### config.mk
export PLATFORM = sky130hd
export DESIGN_NAME = pmdis_bank
export DESIGN_NICKNAME = d
export VERILOG_FILES = /design/src/hdl/pmdis_bank.v /design/src/hdl/pmdis_gate.v
export VERILOG_INCLUDE_DIRS = /design/src /design/src/hdl
export SDC_FILE = /design/constraint.sdc
export NUM_CORES = 1
export LEC_CHECK = 0
export ABC_AREA = 1
export ABC_CLOCK_PERIOD_IN_PS = 1100
export CAP_MARGIN = 20
export CORE_MARGIN = 2
export CORE_UTILIZATION = 40
export DETAILED_ROUTE_END_ITERATION = 7
export DONT_BUFFER_PORTS = 1
export PLACE_DENSITY_LB_ADDON = 0.15
export SLEW_MARGIN = 10
export SYNTH_ARGS = -nofsm -noshare
export SYNTH_HDL_FRONTEND = slang
export SYNTH_SLANG_ARGS = --single-unit
export TNS_END_PERCENT = 20
### constraint.sdc
create_clock -name pclk -period 1.1 [get_ports pclk]
set_clock_uncertainty 0.05 [all_clocks]
set_input_delay 0.275 -clock pclk [delete_from_list [all_inputs] [get_ports pclk]]
set_output_delay 0.275 -clock pclk [all_outputs]
set_load 0.1 [all_outputs]
### src/hdl/pmdis_consts.vh
// constants for the peripheral module disable bank
// assumes a 32-bit apb slave with word-aligned registers
`ifndef PMDIS_CONSTS_VH
`define PMDIS_CONSTS_VH

// register byte offsets
`define PMDIS_OFF_DIS_TWO      12'h000
`define PMDIS_OFF_DIS_FOUR     12'h004
`define PMDIS_OFF_STATUS       12'h008

// field positions in module_disable_two
`define PMDIS_BIT_CAPTURE      8
`define PMDIS_BIT_COMPARE      0

// field positions in module_disable_four
`define PMDIS_BIT_EEPROM       4
`define PMDIS_BIT_REFCLK       3
`define PMDIS_BIT_CHARGE       2
`define PMDIS_BIT_VOLTAGE      1

// implemented-bit masks and reset values
`define PMDIS_MASK_TWO         16'h0101
`define PMDIS_MASK_FOUR        16'h001e
`define PMDIS_RST_TWO          16'h0000
`define PMDIS_RST_FOUR         16'h0000

// number of peripheral gate lanes
`define PMDIS_NUM_MODS         6

`endif

### src/hdl/pmdis_bank.v
// peripheral module disable bank with apb register access
// assumes an apb master on pclk; peripherals take the gate outputs
`include "pmdis_consts.vh"

module pmdis_bank #(
    parameter ADDR_W = 12                  // apb address width
) (
    pclk,
    presetn,
    clk_en,
    psel,
    penable,
    pwrite,
    paddr,
    pwdata,
    prdata,
    pready,
    pslverr,
    periph_wr_req,
    periph_rst_n,
    periph_wr_en,
    eeprom_power_off
);
    input  wire              pclk;            // system clock
    input  wire              presetn;         // async reset, active low
    input  wire              clk_en;          // freezes all state when low
    input  wire              psel;            // apb select
    input  wire              penable;         // apb access phase
    input  wire              pwrite;          // apb direction
    input  wire [ADDR_W-1:0] paddr;           // apb byte address
    input  wire [31:0]       pwdata;          // apb write data
    output reg  [31:0]       prdata;          // apb read data
    output reg               pready;          // apb ready
    output reg               pslverr;         // apb error, unmapped or status write
    input  wire [5:0]        periph_wr_req;   // per-lane write attempts
    output wire [5:0]        periph_rst_n;    // per-lane resets, low active
    output wire [5:0]        periph_wr_en;    // per-lane write permits
    output reg               eeprom_power_off; // eeprom array gated

    // lane order: 0 compare, 1 capture, 2 voltage, 3 charge,
    // 4 refclk, 5 eeprom

    reg  [15:0] dis_two_reg;   // module_disable_two
    reg  [15:0] dis_four_reg;  // module_disable_four
    reg  [15:0] dis_two_next;
    reg  [15:0] dis_four_next;
    reg  [31:0] prdata_next;
    reg         pslverr_next;
    reg         pready_next;
    wire [5:0]  lane_dis;      // disable level per lane
    wire        acc;           // access phase

    // address decode, shared by read and write paths
    function [1:0] dec;
        input [ADDR_W-1:0] a;
        begin
            if (a == `PMDIS_OFF_DIS_TWO)
                dec = 2'h1;
            else if (a == `PMDIS_OFF_DIS_FOUR)
                dec = 2'h2;
            else if (a == `PMDIS_OFF_STATUS)
                dec = 2'h3;
            else
                dec = 2'h0;
        end
    endfunction

    // one-wait slave: registered pready answers in the second access cycle
    assign acc = psel & penable & ~pready;

    // write path; masks keep unassigned bits at zero
    always @* begin
        dis_two_next  = dis_two_reg;
        dis_four_next = dis_four_reg;
        if (acc && pwrite) begin
            case (dec(paddr))
                2'h1: begin
                    dis_two_next = pwdata[15:0] & `PMDIS_MASK_TWO;
                end
                2'h2: begin
                    dis_four_next = pwdata[15:0] & `PMDIS_MASK_FOUR;
                end
                default: begin
                    dis_two_next = dis_two_reg;
                end
            endcase
        end
    end

    // read path and error answer; status is read-only
    always @* begin
        prdata_next  = 32'h00000000;
        pslverr_next = 1'b0;
        pready_next  = acc;
        if (acc) begin
            case (dec(paddr))
                2'h1: begin
                    prdata_next = {16'h0000, dis_two_reg};
                end
                2'h2: begin
                    prdata_next = {16'h0000, dis_four_reg};
                end
                2'h3: begin
                    // live lane reset state, shows the gating took hold
                    prdata_next = {26'h0, ~periph_rst_n};
                    pslverr_next = pwrite;
                end
                default: begin
                    pslverr_next = 1'b1;
                end
            endcase
        end
    end

    // register state; all bits clear so every module starts enabled
    always @(posedge pclk or negedge presetn) begin
        if (!presetn) begin
            dis_two_reg      <= `PMDIS_RST_TWO;
            dis_four_reg     <= `PMDIS_RST_FOUR;
            prdata           <= 32'h00000000;
            pready           <= 1'b0;
            pslverr          <= 1'b0;
            eeprom_power_off <= 1'b0;
        end else if (clk_en) begin
            dis_two_reg      <= dis_two_next;
            dis_four_reg     <= dis_four_next;
            prdata           <= prdata_next;
            pready           <= pready_next;
            pslverr          <= pslverr_next;
            // array power follows the eeprom bit
            eeprom_power_off <= dis_four_reg[`PMDIS_BIT_EEPROM];
        end
    end

    // map register bits onto lanes
    assign lane_dis[0] = dis_two_reg[`PMDIS_BIT_COMPARE];
    assign lane_dis[1] = dis_two_reg[`PMDIS_BIT_CAPTURE];
    assign lane_dis[2] = dis_four_reg[`PMDIS_BIT_VOLTAGE];
    assign lane_dis[3] = dis_four_reg[`PMDIS_BIT_CHARGE];
    assign lane_dis[4] = dis_four_reg[`PMDIS_BIT_REFCLK];
    assign lane_dis[5] = dis_four_reg[`PMDIS_BIT_EEPROM];

    // one gate per lane: reset hold and write block
    genvar gi;
    generate
        for (gi = 0; gi < `PMDIS_NUM_MODS; gi = gi + 1) begin : g_lane
            pmdis_gate u_gate (
                .pclk       (pclk),
                .presetn    (presetn),
                .clk_en     (clk_en),
                .disable_in (lane_dis[gi]),
                .wr_req     (periph_wr_req[gi]),
                .hold_rst_n (periph_rst_n[gi]),
                .wr_allow   (periph_wr_en[gi])
            );
        end
    endgenerate
endmodule // pmdis_bank

### src/hdl/pmdis_gate.v
// one peripheral gating lane: reset hold and write block
// assumes the disable level comes from a register on the same clock
module pmdis_gate (
    pclk,
    presetn,
    clk_en,
    disable_in,
    wr_req,
    hold_rst_n,
    wr_allow
);
    input  wire pclk;        // system clock
    input  wire presetn;     // async reset, active low
    input  wire clk_en;      // freezes state while low
    input  wire disable_in;  // module disable level
    input  wire wr_req;      // peripheral write attempt
    output reg  hold_rst_n;  // peripheral reset, active low
    output reg  wr_allow;    // registered write permission

    // registered so the peripheral sees glitch-free controls
    always @(posedge pclk or negedge presetn) begin
        if (!presetn) begin
            hold_rst_n <= 1'b0;
            wr_allow   <= 1'b0;
        end else if (clk_en) begin
            // disabled: held in reset, writes dropped
            hold_rst_n <= ~disable_in;
            wr_allow   <= wr_req & ~disable_in;
        end
    end
endmodule // pmdis_gate
### After elaboration in Yosys (flattened, before gate mapping)

Cells that the tools add are included.

* flip-flop bits (word level): 53
* output and inout port bits: 47
* word-level logic and storage cells: 55

* equal/unequal tests: 7
* muxes and demuxes: 9
* bitwise gates (word level): 16
* reductions and logical operators: 5

Operators by type and width (number)
* 9-bit one-hot mux with 3 select lines: 1
* 12-bit by 3-bit == test with 1-bit output, second input constant: 1
* 12-bit by 4-bit == test with 1-bit output, second input constant: 1
* 12-bit logical NOT: 1
* 2-bit 2-to-1 mux: 5
* 9-bit 2-to-1 mux: 1
* 1-bit bitwise AND: 8
* 1-bit inverter: 7
* 2-bit == test, second input constant: 3
* 6-bit inverter: 1
* 3-bit AND reduction: 2
* 2-bit by 1-bit == test with 1-bit output, second input constant: 2
* 1-bit one-hot mux with 2 select lines: 1
* 2-bit OR reduction: 1
* 1-bit logical AND: 1
* 1-bit 2-to-1 mux: 1

### Longest topological paths before layout

Gate-level depths: netlist of the first run.

* depth in word-level cells: 9
* mapped depth: 8
* depth with buffers taken out: 7

### Modules after synthesis

From an unflattened synthesis of the first run, not the netlist that was laid out.

* cell total of the unflattened synthesis: 195
* area, all modules: 1526.5 um^2

By module, submodules not included
* pmdis_bank: times used 1, cells an instance 141, area each 1053.5 um^2, sequential area each 400.4 um^2
* pmdis_gate: times used 6, cells an instance 9, area each 78.8 um^2, sequential area each 50.0 um^2

### Least setup slack after synthesis of the first run

Ideal clock, no wire load.

* path kind: reg2reg
* start: reg pready
* end: reg prdata[8]
* setup time: 0.120 ns
* arrival time: 1.457 ns
* data required time: 0.930 ns
* setup slack: -0.527 ns
* stages on the path, launching flop included: 6
* clock period less this slack: 1.627 ns
* cells stage by stage: dfrtp_1 -> inv_1 -> nand4_4 -> inv_1 -> nand4_1 -> nand2_1

* longest elaborated chain between the ends: 3

Ends and longest elaborated chain
* start: declaration: line pmdis_bank.v:33 `output reg pready;`
* start signal: assignment: line pmdis_bank.v:128 `pready <= pready_next;`
* 1-bit inverter: line pmdis_bank.v:69 `assign acc = psel & penable & ~pready;`
* 1-bit bitwise AND: line pmdis_bank.v:69
* 9-bit 2-to-1 mux: line pmdis_bank.v:95 `if (acc) begin`
* end signal: assignment: line pmdis_bank.v:127 `prdata <= prdata_next;`
* end: declaration: line pmdis_bank.v:32 `output reg [31:0] prdata;`

Every way passes these cells.
A chain may end at the register's enable or synchronous reset.

### Worst setup path after layout of the first run

* start: reg pready
* end: reg dis_four_reg[1]

* longest elaborated chain between the ends: 4

Ends and longest elaborated chain
* 1-bit inverter: line pmdis_bank.v:69
* 1-bit bitwise AND: line pmdis_bank.v:69
* 1-bit logical AND: line pmdis_bank.v:75 `if (acc && pwrite) begin`
* 3-bit AND reduction (no source line)
* end signal: assignment: line pmdis_bank.v:119 `` dis_four_reg <= `PMDIS_RST_FOUR; ``
* end signal: assignment: line pmdis_bank.v:126 `dis_four_reg <= dis_four_next;`
* end: declaration: line pmdis_bank.v:44 `reg [15:0] dis_four_reg;`

Every way passes these cells.

==> results of run 1 <==
logic make-up after synthesis:
| logic type | after synthesis | synth area share (%) |
|---|---|---|
| AOI/OAI and AO/OA | 20 | 6.71 |
| buffers and inverters | 66 | 25.3 |
| DFF | 28 | 44.2 |
| other | 1 | 0.237 |
| and+or+nand+nor | 80 | 23.5 |
where the power goes:
part	internal, mW	switching (mW)	total, mW	leakage (nW)
clock	0.320	0.305	0.625	0.0288
sequential	1.07	0.0419	1.12	0.357
combinational	0.232	0.818	1.05	0.696
total	1.63	1.16	2.79	1.08
per-layer routing:
metal  vias up  GRT usage [%]
met5         -              0
met3         2           2.20
met2        51           27.0
li1        592              -
met4         0           5.87
met1       537           19.0
what timing repair did:
item | in CTS | in global routing
resized for setup | 7 | 3
pin swaps | 0 | 1
buffers inserted | 1 | 1
hold endpoints to repair | 28 | 0
hold buffers | 2 | 0
gates cloned | 0 | 0
setup endpoints to repair | 35 | 36
worst max-delay path by stage:
stage,from,depth (start not counted),end
3_5_place_dp,pready$_DFFE_PN0P_,6,dis_four_reg[1]$_DFFE_PN0P_
2_1_floorplan,pready$_DFFE_PN0P_,6,dis_four_reg[1]$_DFFE_PN0P_
5_1_grt,pready$_DFFE_PN0P_,6,dis_four_reg[3]$_DFFE_PN0P_
6_report,pready$_DFFE_PN0P_,6,dis_four_reg[1]$_DFFE_PN0P_
3_3_place_gp,pready$_DFFE_PN0P_,6,dis_four_reg[2]$_DFFE_PN0P_
4_1_cts,pready$_DFFE_PN0P_,1,pready
critical path: stages, from the launching register on:
cell                      delay [ns]
sky130_fd_sc_hd__dfrtp_4        0.51
sky130_fd_sc_hd__inv_4          0.07
sky130_fd_sc_hd__nand4_4        0.11
sky130_fd_sc_hd__nor2_4         0.17
sky130_fd_sc_hd__nand3_4        0.12
sky130_fd_sc_hd__nand2_1        0.09
sky130_fd_sc_hd__o21ai_1        0.06
metrics by stage:
step | std cells | TNS [ns] | total power, mW
2_1_floorplan | 219 | -3.56 | 2.02
6_report | 266 | -3.59 | 2.79
3_3_place_gp | 258 | -1.23 | 2.13
3_5_place_dp | 258 | -1.52 | 2.14
5_1_grt | 266 | -5.04 | 2.89
4_1_cts | 265 | -3.16 | 2.80
layout make-up:
type | instances | area (um2)
inverter | 25 | 98.8
fill | 363 | 1670
multi-input combinational | 125 | 591
clock buffer | 4 | 55.1
sequential | 28 | 704
tap | 48 | 60.1
timing repair buffer | 36 | 561
layout by cell type, fill, tap and decap left out:
master and instances:
sky130_fd_sc_hd__buf_4 12, sky130_fd_sc_hd__o21ai_0 8, sky130_fd_sc_hd__nand4_1 2, sky130_fd_sc_hd__inv_4 2, sky130_fd_sc_hd__nand4_4 1, sky130_fd_sc_hd__conb_1 25
sky130_fd_sc_hd__clkbuf_8 4, sky130_fd_sc_hd__nor2_4 2, sky130_fd_sc_hd__nand3_4 1, sky130_fd_sc_hd__dfrtp_4 1, sky130_fd_sc_hd__nand3_1 12, sky130_fd_sc_hd__or2_1 4
sky130_fd_sc_hd__inv_1 23, sky130_fd_sc_hd__nand2_1 43, sky130_fd_sc_hd__dfrtp_1 27, sky130_fd_sc_hd__nand3_2 1, sky130_fd_sc_hd__nor2_1 11, sky130_fd_sc_hd__o21ai_1 10
sky130_fd_sc_hd__or2_2 1, sky130_fd_sc_hd__dlygate4sd3_1 1, sky130_fd_sc_hd__buf_12 23, sky130_fd_sc_hd__o21bai_1 1, sky130_fd_sc_hd__a22o_1 1, sky130_fd_sc_hd__nor2_2 2
==> results by stage, run 1 <==
Job:
- The count of maximum capacitance violations is 0.

Worst setup path:
- The setup slack on the worst flop-to-flop path is -0.18 ns.
- The worst register-to-register path begins at pready$_DFFE_PN0P_.
- The number of cell instances on the worst register-to-register path is 6.
- The path type of the worst setup path is reg -> reg.
- The worst register-to-register path ends at dis_four_reg[1]$_DFFE_PN0P_.
- The arrival time of the worst setup path is between 1 and 1.5 ns.
- The biggest fanout along the worst timing path is 8.
- The data required time of the worst path is 1.22 ns.
- The endpoint kind of the worst setup timing path is a flop.
- The worst setup path is launched from a flop.

Worst hold path:
- The endpoint with the worst hold slack is g_lane[5].u_gate.hold_rst_n$_DFFE_PN0P_.
- Counting instances, the worst hold path has a depth of 1.
- The startpoint of the most critical hold path is clk_en.
- The worst hold path belongs to the class in -> reg.

STA:
- The fraction of the cycle the final worst path needs is 117%.
- Setup repair after global routing could not meet its margin everywhere.
- Setup violations remaining at the end of the flow were counted as 36.
- The number of hold violations in the final report is 0.
- The final worst-path setup slack is -0.182 ns.
- Derived from the worst setup path, the maximum achievable clock frequency is 0.780 GHz.
- The total count of max-transition violations in the final report is 0.
- The final worst hold slack is ~0.032 ns.
- For the finished layout, the period the worst path requires is about 1.3 ns.

Status:
- The run finished, with violations left.
- The final reports fail on negative setup slack.

GRT:
- The initial antenna violation count is 0.
- Entering global routing, the biggest net connects 29 pins.
- Global routing used 15.4% of the available tracks across all layers.
- The aggregate global routing overflow is 0.
- The number of global-route vias before repair is 1,143.
- The first global-routing pass estimated ~5.2 mm of wire.

Routing:
- Detailed routing placed a total of 177 um of wire on met3.
- The number of DRC markers after the initial detailed-route iteration is 66.
- The total iterations of the first detailed-routing run is 4.
- After detailed routing, no signal wire sits above met4.
- The post-route DRC violation count is 0.
- The via count of the routed design is between 1,000 and 1,500.
- In the detailed route, the total length drawn on met2 is roughly 1.6 mm.
- In the final routing, the length of wire on met1 measures around 1.4 mm.
- The count of nets left with antenna violations once routing finished came out at 0.
- The final layout contains routed wiring with a total length of 3.16 mm.
- The average routed wire per standard cell is around 12 um.
- After detailed routing, the number of vias per cell comes to between 4 and 5.

Clock network:
- TritonCTS built the clock tree.
- The longest clock path from root to sink contains 2 buffers.
- Clock tree synthesis selected as its root buffer the cell sky130_fd_sc_hd__clkbuf_8.
- The clock sink count is 28.
- The number of clock buffers inserted by TritonCTS is 3.
- The clock slew seen by the registers of the worst setup and hold paths is around 0.09 ns.
- The depth of the CTS H-tree is 1.
- Clock latency on the worst-skew pair, taken at its later pin, is between 0.2 and 0.3 ns.

Layout:
- The core occupancy in the finished layout is 55.3%.
- The largest registers in the layout are prdata: 7 flops, g_lane.u_gate.hold_rst_n: 6 flops, g_lane.u_gate.wr_allow: 6 flops.
- The final net count is approximately 280.
- The fraction of final layout cells with drive strength greater than 1 is 22.9%.
- The register with the most flip-flops in the layout has 7 of them.
- Summing all non-filler instances in the final layout gives an area of between 2000 and 2500 um2.
- The number of diodes is 0.
- The register with the most flip-flops is prdata.
- The growth of design area from synthesis to finish is 30.6%.

Floorplan:
- The core region is roughly 3700 um2.
- From left edge to right edge, the die measures 66.9 um.
- The overall die area is about 4500 um2.
- For this configuration, the core starts out at a cell density of between 40% and 50%.
- The floorplan has 22 rows.
- The die is 66.9 um tall.
- The number of ports placed on the die boundary is 103.

Placed design:
- The weighted congestion at the end of routability-driven global placement is 0.726.
- After legalization and detailed placement, the total HPWL measured 2.43 mm.
- Port buffering added 0 buffers.
- The post-place setup slack is -0.168 ns.
- The cell area reported after detailed placement is around 1900 um2.

Power and ir drop:
- The leakage power is between 1 and 1.5 nW.
- VDD sags by at most 0.000572 V.
- The power density over the cells is between 1000 and 1500 nW/um2.

Synthesis:
- The commonest cells after synthesis are sky130_fd_sc_hd__nand2_1 (43), sky130_fd_sc_hd__buf_4 (38), sky130_fd_sc_hd__dfrtp_1 (28), sky130_fd_sc_hd__inv_1 (25), sky130_fd_sc_hd__nand3_1 (13).
- The flip-flop and latch count after synthesis is 28.
- The library cell occupying the most area in the post-synthesis netlist is sky130_fd_sc_hd__dfrtp_1.
- The number of flops mapped to enable cells by yosys is 0.
- The post-synthesis instance total is ~200.
- The register area share after synthesis is between 40% and 50%.
- The most common cell in the synthesized netlist is sky130_fd_sc_hd__nand2_1.
- The mean instance size in the synthesized netlist is around 8.1 um2.
- By area the synthesized netlist is led by sky130_fd_sc_hd__dfrtp_1 (44%), sky130_fd_sc_hd__buf_4 (18%), sky130_fd_sc_hd__nand2_1 (10%), sky130_fd_sc_hd__inv_1 (5.9%), sky130_fd_sc_hd__nand3_1 (4.1%).
- The area share of the largest cell type after synthesis is between 40 and 50%.
- The prevailing post-synth register cell is sky130_fd_sc_hd__dfrtp_1.
- After synthesis, the share of flip-flops with an asynchronous set or reset is 100%.
- Yosys printed 0 warnings.
- After synthesis, the netlist uses 20 different library cells.
- Summing every instance area after synthesis gives around 1600 um2.
Note: power is estimated with default switching activity, not from simulation.
==> inputs of run 2 (changes only) <==
--- a/config.mk
+++ b/config.mk
@@ -6,11 +6,10 @@
 export SDC_FILE = /design/constraint.sdc
 export NUM_CORES = 1
 export LEC_CHECK = 0
-export ABC_AREA = 1
 export ABC_CLOCK_PERIOD_IN_PS = 1100
 export CAP_MARGIN = 20
 export CORE_MARGIN = 2
-export CORE_UTILIZATION = 40
+export CORE_UTILIZATION = 50
 export DETAILED_ROUTE_END_ITERATION = 7
 export DONT_BUFFER_PORTS = 1
 export PLACE_DENSITY_LB_ADDON = 0.15
==> results by stage, run 2 <==
Layout:
- The fraction of final layout cells with drive strength greater than 1 came to 33.9% (+11 points).
- The area used by sequential logic in the layout is 706 um2 (+0.18%).
- The total non-filler cell area in the finished layout is 1990 um2 (-3.8%).
- The number of cells in the finished layout apart from fillers is 202 (-24%).
- In the layout the commonest cells are sky130_fd_sc_hd__dfrtp_1 (26), sky130_fd_sc_hd__conb_1 (25), sky130_fd_sc_hd__buf_12 (22).
- The area growth from synthesis to layout is 31.6%.
- The register with the most flip-flops is prdata.
- The largest registers in the layout are prdata: 7 flops, g_lane.u_gate.hold_rst_n: 6 flops, g_lane.u_gate.wr_allow: 6 flops.
- The most common library cell in the layout ignoring fill and taps is sky130_fd_sc_hd__dfrtp_1.
- The final net count is 228 (-17%).
- The number of flip-flops under the largest register name is 7 (unchanged).
- The filler cell count in the final layout is 212 (-42%).
- The core occupancy in the finished layout is 71.0% (+16 points).
- The number of diodes is 0 (unchanged).
- The multi-input logic area is 621 um2 (+5.1%).

GRT:
- The wire length of the first global-routing pass was 4.84 mm (-6.9%).
- The maximum number of pins on one net before global-route repair is 34 (+17%).
- The global-route total usage across every layer is 18.5% (+3.1 points).
- The number of global-route vias before repair is 1,007 (-12%).
- The aggregate global routing overflow was 0 (unchanged).
- The initial antenna violation count is 0 (unchanged).

Routing:
- The final routed wirelength across all metal layers is 3.05 mm (-3.5%).
- The via count of the routed design came to 1,021 (-14%).
- The number of DRC markers after the initial detailed-route iteration is 19 (-71%).
- The mean number of vias per cell came to 5.05 (+14%).
- The antenna violation net count after detailed routing was 0 (unchanged).
- The post-route DRC violation count was 0 (unchanged).
- The average routed wire per standard cell is 15.1 um (+27%).
- The total iterations of the first detailed-routing run is 4 (unchanged).

Floorplan:
- The site row count is 19 (-14%).
- The overall die area is 3480 um2 (-22%).
- The width of the die is 59.0 um (-12%).
- The vertical die dimension is 59.0 um (-12%).
- The number of ports placed on the die boundary is 103 (unchanged).
- The area of the core region is 2810 um2 (-25%).
- The starting density of the core was 53.9% (+12 points).

Power and ir drop:
- The worst vdd rail ir drop is 0.000655 V (+15%).
- The power density over the cells came to 1180 nW/um2 (-12%).
- The post-layout total power is 2.36 mW (-16%).
- The leakage power came to 0.913 nW (-16%).

Clock network:
- The depth of the CTS H-tree is 1 (unchanged).
- The clock sink count was 28 (unchanged).
- The clock root buffer is sky130_fd_sc_hd__clkbuf_4.
- The latest clock arrival within the worst-skew pair is 0.32 ns (+0.05 ns).
- The clock slew seen by the registers of the worst setup and hold paths is 0.14 ns (+0.05 ns).
- The count of hold-fix buffers inserted at cts is 2 (unchanged).
- The deepest clock path buffer count is 2 (unchanged).
- The clock tree from TritonCTS is done.
- The number of clock buffers inserted by TritonCTS was 3 (unchanged).

Synthesis:
- The area share of the largest cell type after synthesis is 46.3% (+2.1 points).
- The Yosys warning count is 0 (unchanged).
- The number of flops mapped to enable cells by yosys was 0 (unchanged).
- The register area share after synthesis came to 46.3% (+2.1 points).
- The post-synthesis instance total is 152 (-22%).
- The mean instance size in the synthesized netlist came to 9.95 um2 (+23%).
- The library cell occupying the most area in the post-synthesis netlist is sky130_fd_sc_hd__dfrtp_1.
- The count of unique library cells instantiated by Yosys is 26 (+30%).
- The cell area after technology mapping came to 1510 um2 (-4.5%).
- sky130_fd_sc_hd__buf_4 is the most common cell in the netlist.
- The proportion of register bits with asynchronous set or reset after synthesis is 100% (unchanged).
- The flip-flop and latch count after synthesis was 28 (unchanged).
- Ranked by instance count, the synthesized netlist is headed by sky130_fd_sc_hd__buf_4 (37), sky130_fd_sc_hd__dfrtp_1 (28), sky130_fd_sc_hd__inv_1 (19), sky130_fd_sc_hd__nor2_1 (12).
- The prevailing post-synth register cell is sky130_fd_sc_hd__dfrtp_1.
- Sorting the synthesized cells by area gives the leading types as sky130_fd_sc_hd__dfrtp_1 (46%), sky130_fd_sc_hd__buf_4 (18%), sky130_fd_sc_hd__inv_1 (4.7%), sky130_fd_sc_hd__mux2_2 (3.7%), sky130_fd_sc_hd__nor2_1 (3.0%).

STA:
- Setup repair after global routing could not meet its margin everywhere.
- The final worst hold slack was -0.0344 ns (-0.0663 ns).
- The sum of negative setup slack is -10.18 ns (-6.59 ns).
- The minimum clock period after layout is 1.73 ns (+0.445 ns).
- The fraction of the cycle the final worst path needs was 157% (+40 points).
- The final worst-path setup slack was -0.627 ns (-0.445 ns).
- The number of hold violations in the final report is 16 (+16).
- The peak clock frequency supported by timing is 0.579 GHz (-26%).
- The final setup violation count is 37 (+2.8%).
- The total count of max-transition violations in the final report is 0 (unchanged).

Worst setup path:
- The critical path startpoint is pready$_DFFE_PN0P_.
- The number of cell instances on the worst register-to-register path was 4 (-2).
- The data required time of the worst path is 1.27 ns (+0.05 ns).
- The path type of the worst setup path is reg -> reg.
- In this run the critical register-to-register path is launched from pready$_DFFE_PN0P_.
- The worst setup path is launched from a flop.
- The arrival time of the worst setup path is 1.90 ns (+0.50 ns).
- The worst setup path is captured at a flop.
- The critical path ends at dis_two_reg[0]$_DFFE_PN0P_.
- The setup slack on the worst flop-to-flop path was -0.63 ns (-0.45 ns).
- The biggest fanout along the worst timing path came to 3 (-5).
- The worst reg2reg path endpoint is dis_two_reg[0]$_DFFE_PN0P_.

Placed design:
- The number of I/O port buffers is 0 (unchanged).
- The weighted congestion at the end of routability-driven global placement was 0.764 (+5.3%).
- The number of placed instances with taps included was 193 (-25%).
- The HPWL reported at the end of detailed placement was 2.26 mm (-7.1%).
- The post-place setup slack is -0.676 ns (-0.508 ns).
- The cell area reported after detailed placement is 1830 um2 (-5.2%).

Status:
- The checks that failed: negative hold slack, negative setup slack.
- The run finished, with violations left.

Worst hold path:
- The path class of the tightest hold or removal check is in -> reg.

Job:
- The count of maximum capacitance violations is 0 (unchanged).
run 2: repair_timing:
action,CTS,global route
buffers inserted,2,2
setup endpoints to repair,36,37
gates cloned,0,0
hold endpoints to repair,48,19
pin swaps,11,5
gates resized for setup,11,3
run 2: routing by layer:
layer	track usage (%)	part of all wire, %	vias up
li1	-	-	473
met4	4.87	0.46	0
met1	23.4	40	497
met2	32.4	52	49
met3	3.93	7.3	2
met5	0	0	-
run 2: cell families (layout without fill, tap and decap cells):
family                 after synthesis  count (layout)  synth area share (%)
buffers and inverters               59              54                  23.8
AO/OA/AOI/OAI                       23              23                  8.85
other                                1              25                 0.248
flip-flops                          28              28                  46.3
AND/OR/NAND/NOR                     31              31                  13.1
multiplexers                        10              10                  7.69
run 2: layout make-up:
cell class / instances / area share, %
inverters: 19 / 3.58
repair buffers: 31 / 26.0
multi-input cells: 89 / 31.2
flip-flops and latches: 28 / 35.4
well taps: 31 / 1.95
clock buffers: 4 / 1.82
run 2: worst min-delay path by stage:
stage | depth (start not counted) | start | endpoint | slack [ns]
6_report | 1 | clk_en | pready$_DFFE_PN0P_ | -0.03
4_1_cts | 1 | clk_en | prdata[5]$_DFFE_PN0P_ | -0.05
5_1_grt | 1 | clk_en | g_lane[2].u_gate.hold_rst_n$_DFFE_PN0P_ | -0.06
3_5_place_dp | 0 | presetn | g_lane[0].u_gate.wr_allow$_DFFE_PN0P_ | -0.07
2_1_floorplan | 0 | presetn | dis_four_reg[1]$_DFFE_PN0P_ | -0.07
3_3_place_gp | 0 | presetn | g_lane[0].u_gate.wr_allow$_DFFE_PN0P_ | -0.07
run 2: where the power goes:
part | internal (mW) | leakage [nW] | total [mW] | switching, mW
logic | 0.147 | 0.547 | 0.778 | 0.631
registers | 1.06 | 0.346 | 1.09 | 0.0278
clock network | 0.202 | 0.0210 | 0.494 | 0.292
run 2: critical path: stages, from the launching register on:
cell and delay [ns]:
sky130_fd_sc_hd__dfrtp_4 0.51, sky130_fd_sc_hd__inv_2 0.07, sky130_fd_sc_hd__nand4_1 0.12, sky130_fd_sc_hd__or4b_4 0.57
sky130_fd_sc_hd__mux2_4 0.31
==> inputs of run 3 (changes only) <==
--- a/config.mk
+++ b/config.mk
@@ -13,6 +13,7 @@
 export DETAILED_ROUTE_END_ITERATION = 7
 export DONT_BUFFER_PORTS = 1
 export PLACE_DENSITY_LB_ADDON = 0.15
+export SKIP_CTS_REPAIR_TIMING = 1
 export SLEW_MARGIN = 10
 export SYNTH_ARGS = -nofsm -noshare
 export SYNTH_HDL_FRONTEND = slang
==> results by stage, run 3 (synthesis results as in run 2) <==
Status:
- The flow ran to the end, but the final reports show violations.
- The final reports fail on negative hold slack, negative setup slack.

Layout:
- Leaving out fill and tap cells, the most frequent cell in the layout is sky130_fd_sc_hd__dfrtp_1.
- The number of flip-flops under the largest register name is 7 (unchanged).
- The number of cells in the finished layout apart from fillers was 200 (-0.99%).
- Ranked by flip-flop count, first place goes to prdata.
- The final net count is 226 (-0.88%).
- The top cell types in the final layout, fill and taps aside, are sky130_fd_sc_hd__dfrtp_1 (26), sky130_fd_sc_hd__conb_1 (25), sky130_fd_sc_hd__buf_12 (22).
- The core occupancy in the finished layout is 69.9% (-1.0 points).
- The number of diodes came to 0 (unchanged).
- The filler cell count in the final layout is 221 (+4.2%).
- Compared with the post-synthesis result, the final layout area differs by 29.7%.
- The largest registers in the layout are prdata: 7 flops, g_lane.u_gate.hold_rst_n: 6 flops, g_lane.u_gate.wr_allow: 6 flops.
- The fraction of final layout cells with drive strength greater than 1 is 32.5% (-1.4 points).

STA:
- The final worst-path setup slack came to -0.646 ns (-0.0183 ns).
- The final worst hold slack is -0.0277 ns (+0.00667 ns).
- The fraction of the cycle the final worst path needs came to 159% (+1.7 points).
- The total count of max-transition violations in the final report came to 0 (unchanged).
- The number of hold violations in the final report is 15 (-1).
- The sum of negative setup slack is -10.27 ns (-0.0861 ns).
- The final setup violation count is 35 (-5.4%).
- The minimum clock period after layout came to 1.75 ns (+0.0183 ns).
- The peak clock frequency supported by timing is 0.573 GHz (-1.1%).
- Setup repair after global routing could not meet its margin everywhere.

Placed design:
- The HPWL reported at the end of detailed placement was 2.26 mm (unchanged).
- The weighted congestion at the end of routability-driven global placement is 0.764 (unchanged).
- The number of I/O port buffers is 0 (unchanged).
- The number of placed instances with taps included is 193 (unchanged).

GRT:
- The number of global-route vias before repair is 992 (-1.5%).
- The maximum number of pins on one net before global-route repair is 34 (unchanged).
- The initial antenna violation count is 0 (unchanged).
- The wire length of the first global-routing pass was 4.77 mm (-1.3%).
- The global-route total usage across every layer is 18.2% (-0.32 points).
- The aggregate global routing overflow is 0 (unchanged).

Power and ir drop:
- The power density over the cells came to 1200 nW/um2 (+1.4%).
- The leakage power is 0.900 nW (-1.5%).
- The worst vdd rail ir drop is 0.000655 V (about the same).

Worst setup path:
- The endpoint kind of the worst setup timing path is a flop.
- The data required time of the worst path is 1.28 ns (about the same).
- The biggest fanout along the worst timing path is 3 (unchanged).
- STA classifies the critical path startpoint as a flop.
- The path type of the worst setup path is reg -> reg.
- The number of cell instances on the worst register-to-register path is 4 (unchanged).
- The arrival time of the worst setup path came to 1.92 ns (+0.02 ns).

Clock network:
- The clock sink count came to 28 (unchanged).
- The clock tree from TritonCTS is done.
- The depth of the CTS H-tree was 1 (unchanged).
- The clock root buffer is sky130_fd_sc_hd__clkbuf_4.
- The deepest clock path buffer count came to 2 (unchanged).
- The number of clock buffers inserted by TritonCTS came to 3 (unchanged).
- The latest clock arrival within the worst-skew pair is 0.32 ns (about the same).
- The clock slew seen by the registers of the worst setup and hold paths is 0.14 ns (about the same).

Job:
- The count of maximum capacitance violations came to 0 (unchanged).

Floorplan:
- The number of ports placed on the die boundary is 103 (unchanged).
- The area of the core region is 2810 um2 (unchanged).
- The overall die area is 3480 um2 (unchanged).
- The width of the die is 59.0 um (unchanged).
- The vertical die dimension was 59.0 um (unchanged).
- The starting density of the core is 53.9% (unchanged).
- The site row count is 19 (unchanged).

Worst hold path:
- The number of cells on the worst hold path was 1 (unchanged).
- The min-delay analysis places its worst path in the category in -> reg.

Routing:
- The post-route DRC violation count was 0 (unchanged).
- The final routed wirelength across all metal layers is 2.99 mm (-2.0%).
- The antenna violation net count after detailed routing is 0 (unchanged).
- The average routed wire per standard cell came to 14.9 um (-0.99%).
- The mean number of vias per cell is 5.08 (+0.51%).
- The number of DRC markers after the initial detailed-route iteration was 17 (-2).
- The via count of the routed design is 1,016 (-0.49%).
- The total iterations of the first detailed-routing run is 4 (unchanged).
-- run 3: report_power, final --
part           switching (mW)  leakage, nW  internal [mW]  total [mW]
combinational           0.630        0.533          0.144       0.774
sequential             0.0277        0.346           1.06        1.09
clock                   0.295       0.0210          0.202       0.498
total                   0.953        0.900           1.40        2.36
-- run 3: worst max-delay path, cell delays in order, from the launching register on --
cell	delay (ns)
sky130_fd_sc_hd__dfrtp_4	0.51
sky130_fd_sc_hd__inv_2	0.07
sky130_fd_sc_hd__nand4_1	0.12
sky130_fd_sc_hd__or4b_4	0.59
sky130_fd_sc_hd__mux2_4	0.31
-- run 3: layout make-up --
cell class	count	area, um2	share of cell area [%]
Timing Repair Buffer	29	495	25.3
Sequential cell	28	706	36.0
Inverter	19	71.3	3.64
Clock buffer	4	36.3	1.85
Multi-Input combinational cell	89	614	31.3
Tap cell	31	38.8	1.98
-- run 3: path summary, 6_finish.rpt --
path,to,startpoint,slack (ns)
worst max-delay path,dis_two_reg[0]$_DFFE_PN0P_,pready$_DFFE_PN0P_,-0.65
worst min-delay path,g_lane[1].u_gate.hold_rst_n$_DFFE_PN0P_,clk_en,-0.03
worst max register to register,dis_two_reg[0]$_DFFE_PN0P_,pready$_DFFE_PN0P_,-0.65
worst min register to register,g_lane[1].u_gate.hold_rst_n$_DFFE_PN0P_,dis_two_reg[8]$_DFFE_PN0P_,0.45
max in group asynchronous,pready$_DFFE_PN0P_,presetn,0.51
min in group asynchronous,g_lane[2].u_gate.wr_allow$_DFFE_PN0P_,presetn,0.33
-- run 3: routing by layer --
metal | vias up | GRT usage [%] | share of wire [%] | wire length (um)
met5 | - | 0 | 0 | 0
met4 | 0 | 4.87 | 0.47 | 14
met3 | 2 | 4.15 | 8.0 | 239
met2 | 54 | 31.3 | 52 | 1550
met1 | 486 | 23.2 | 40 | 1180
li1 | 474 | - | - | -
-- run 3: through the flow --
stage | power, mW | setup slack, ns | instance area [um2]
floorplan | 1.82 | -0.746 | 1630
global placement | 1.83 | -0.602 | 1830
detailed placement | 1.84 | -0.676 | 1830
CTS | 2.34 | -0.660 | 1870
global route | 2.44 | -0.699 | 1960
finish | 2.36 | -0.646 | 1960
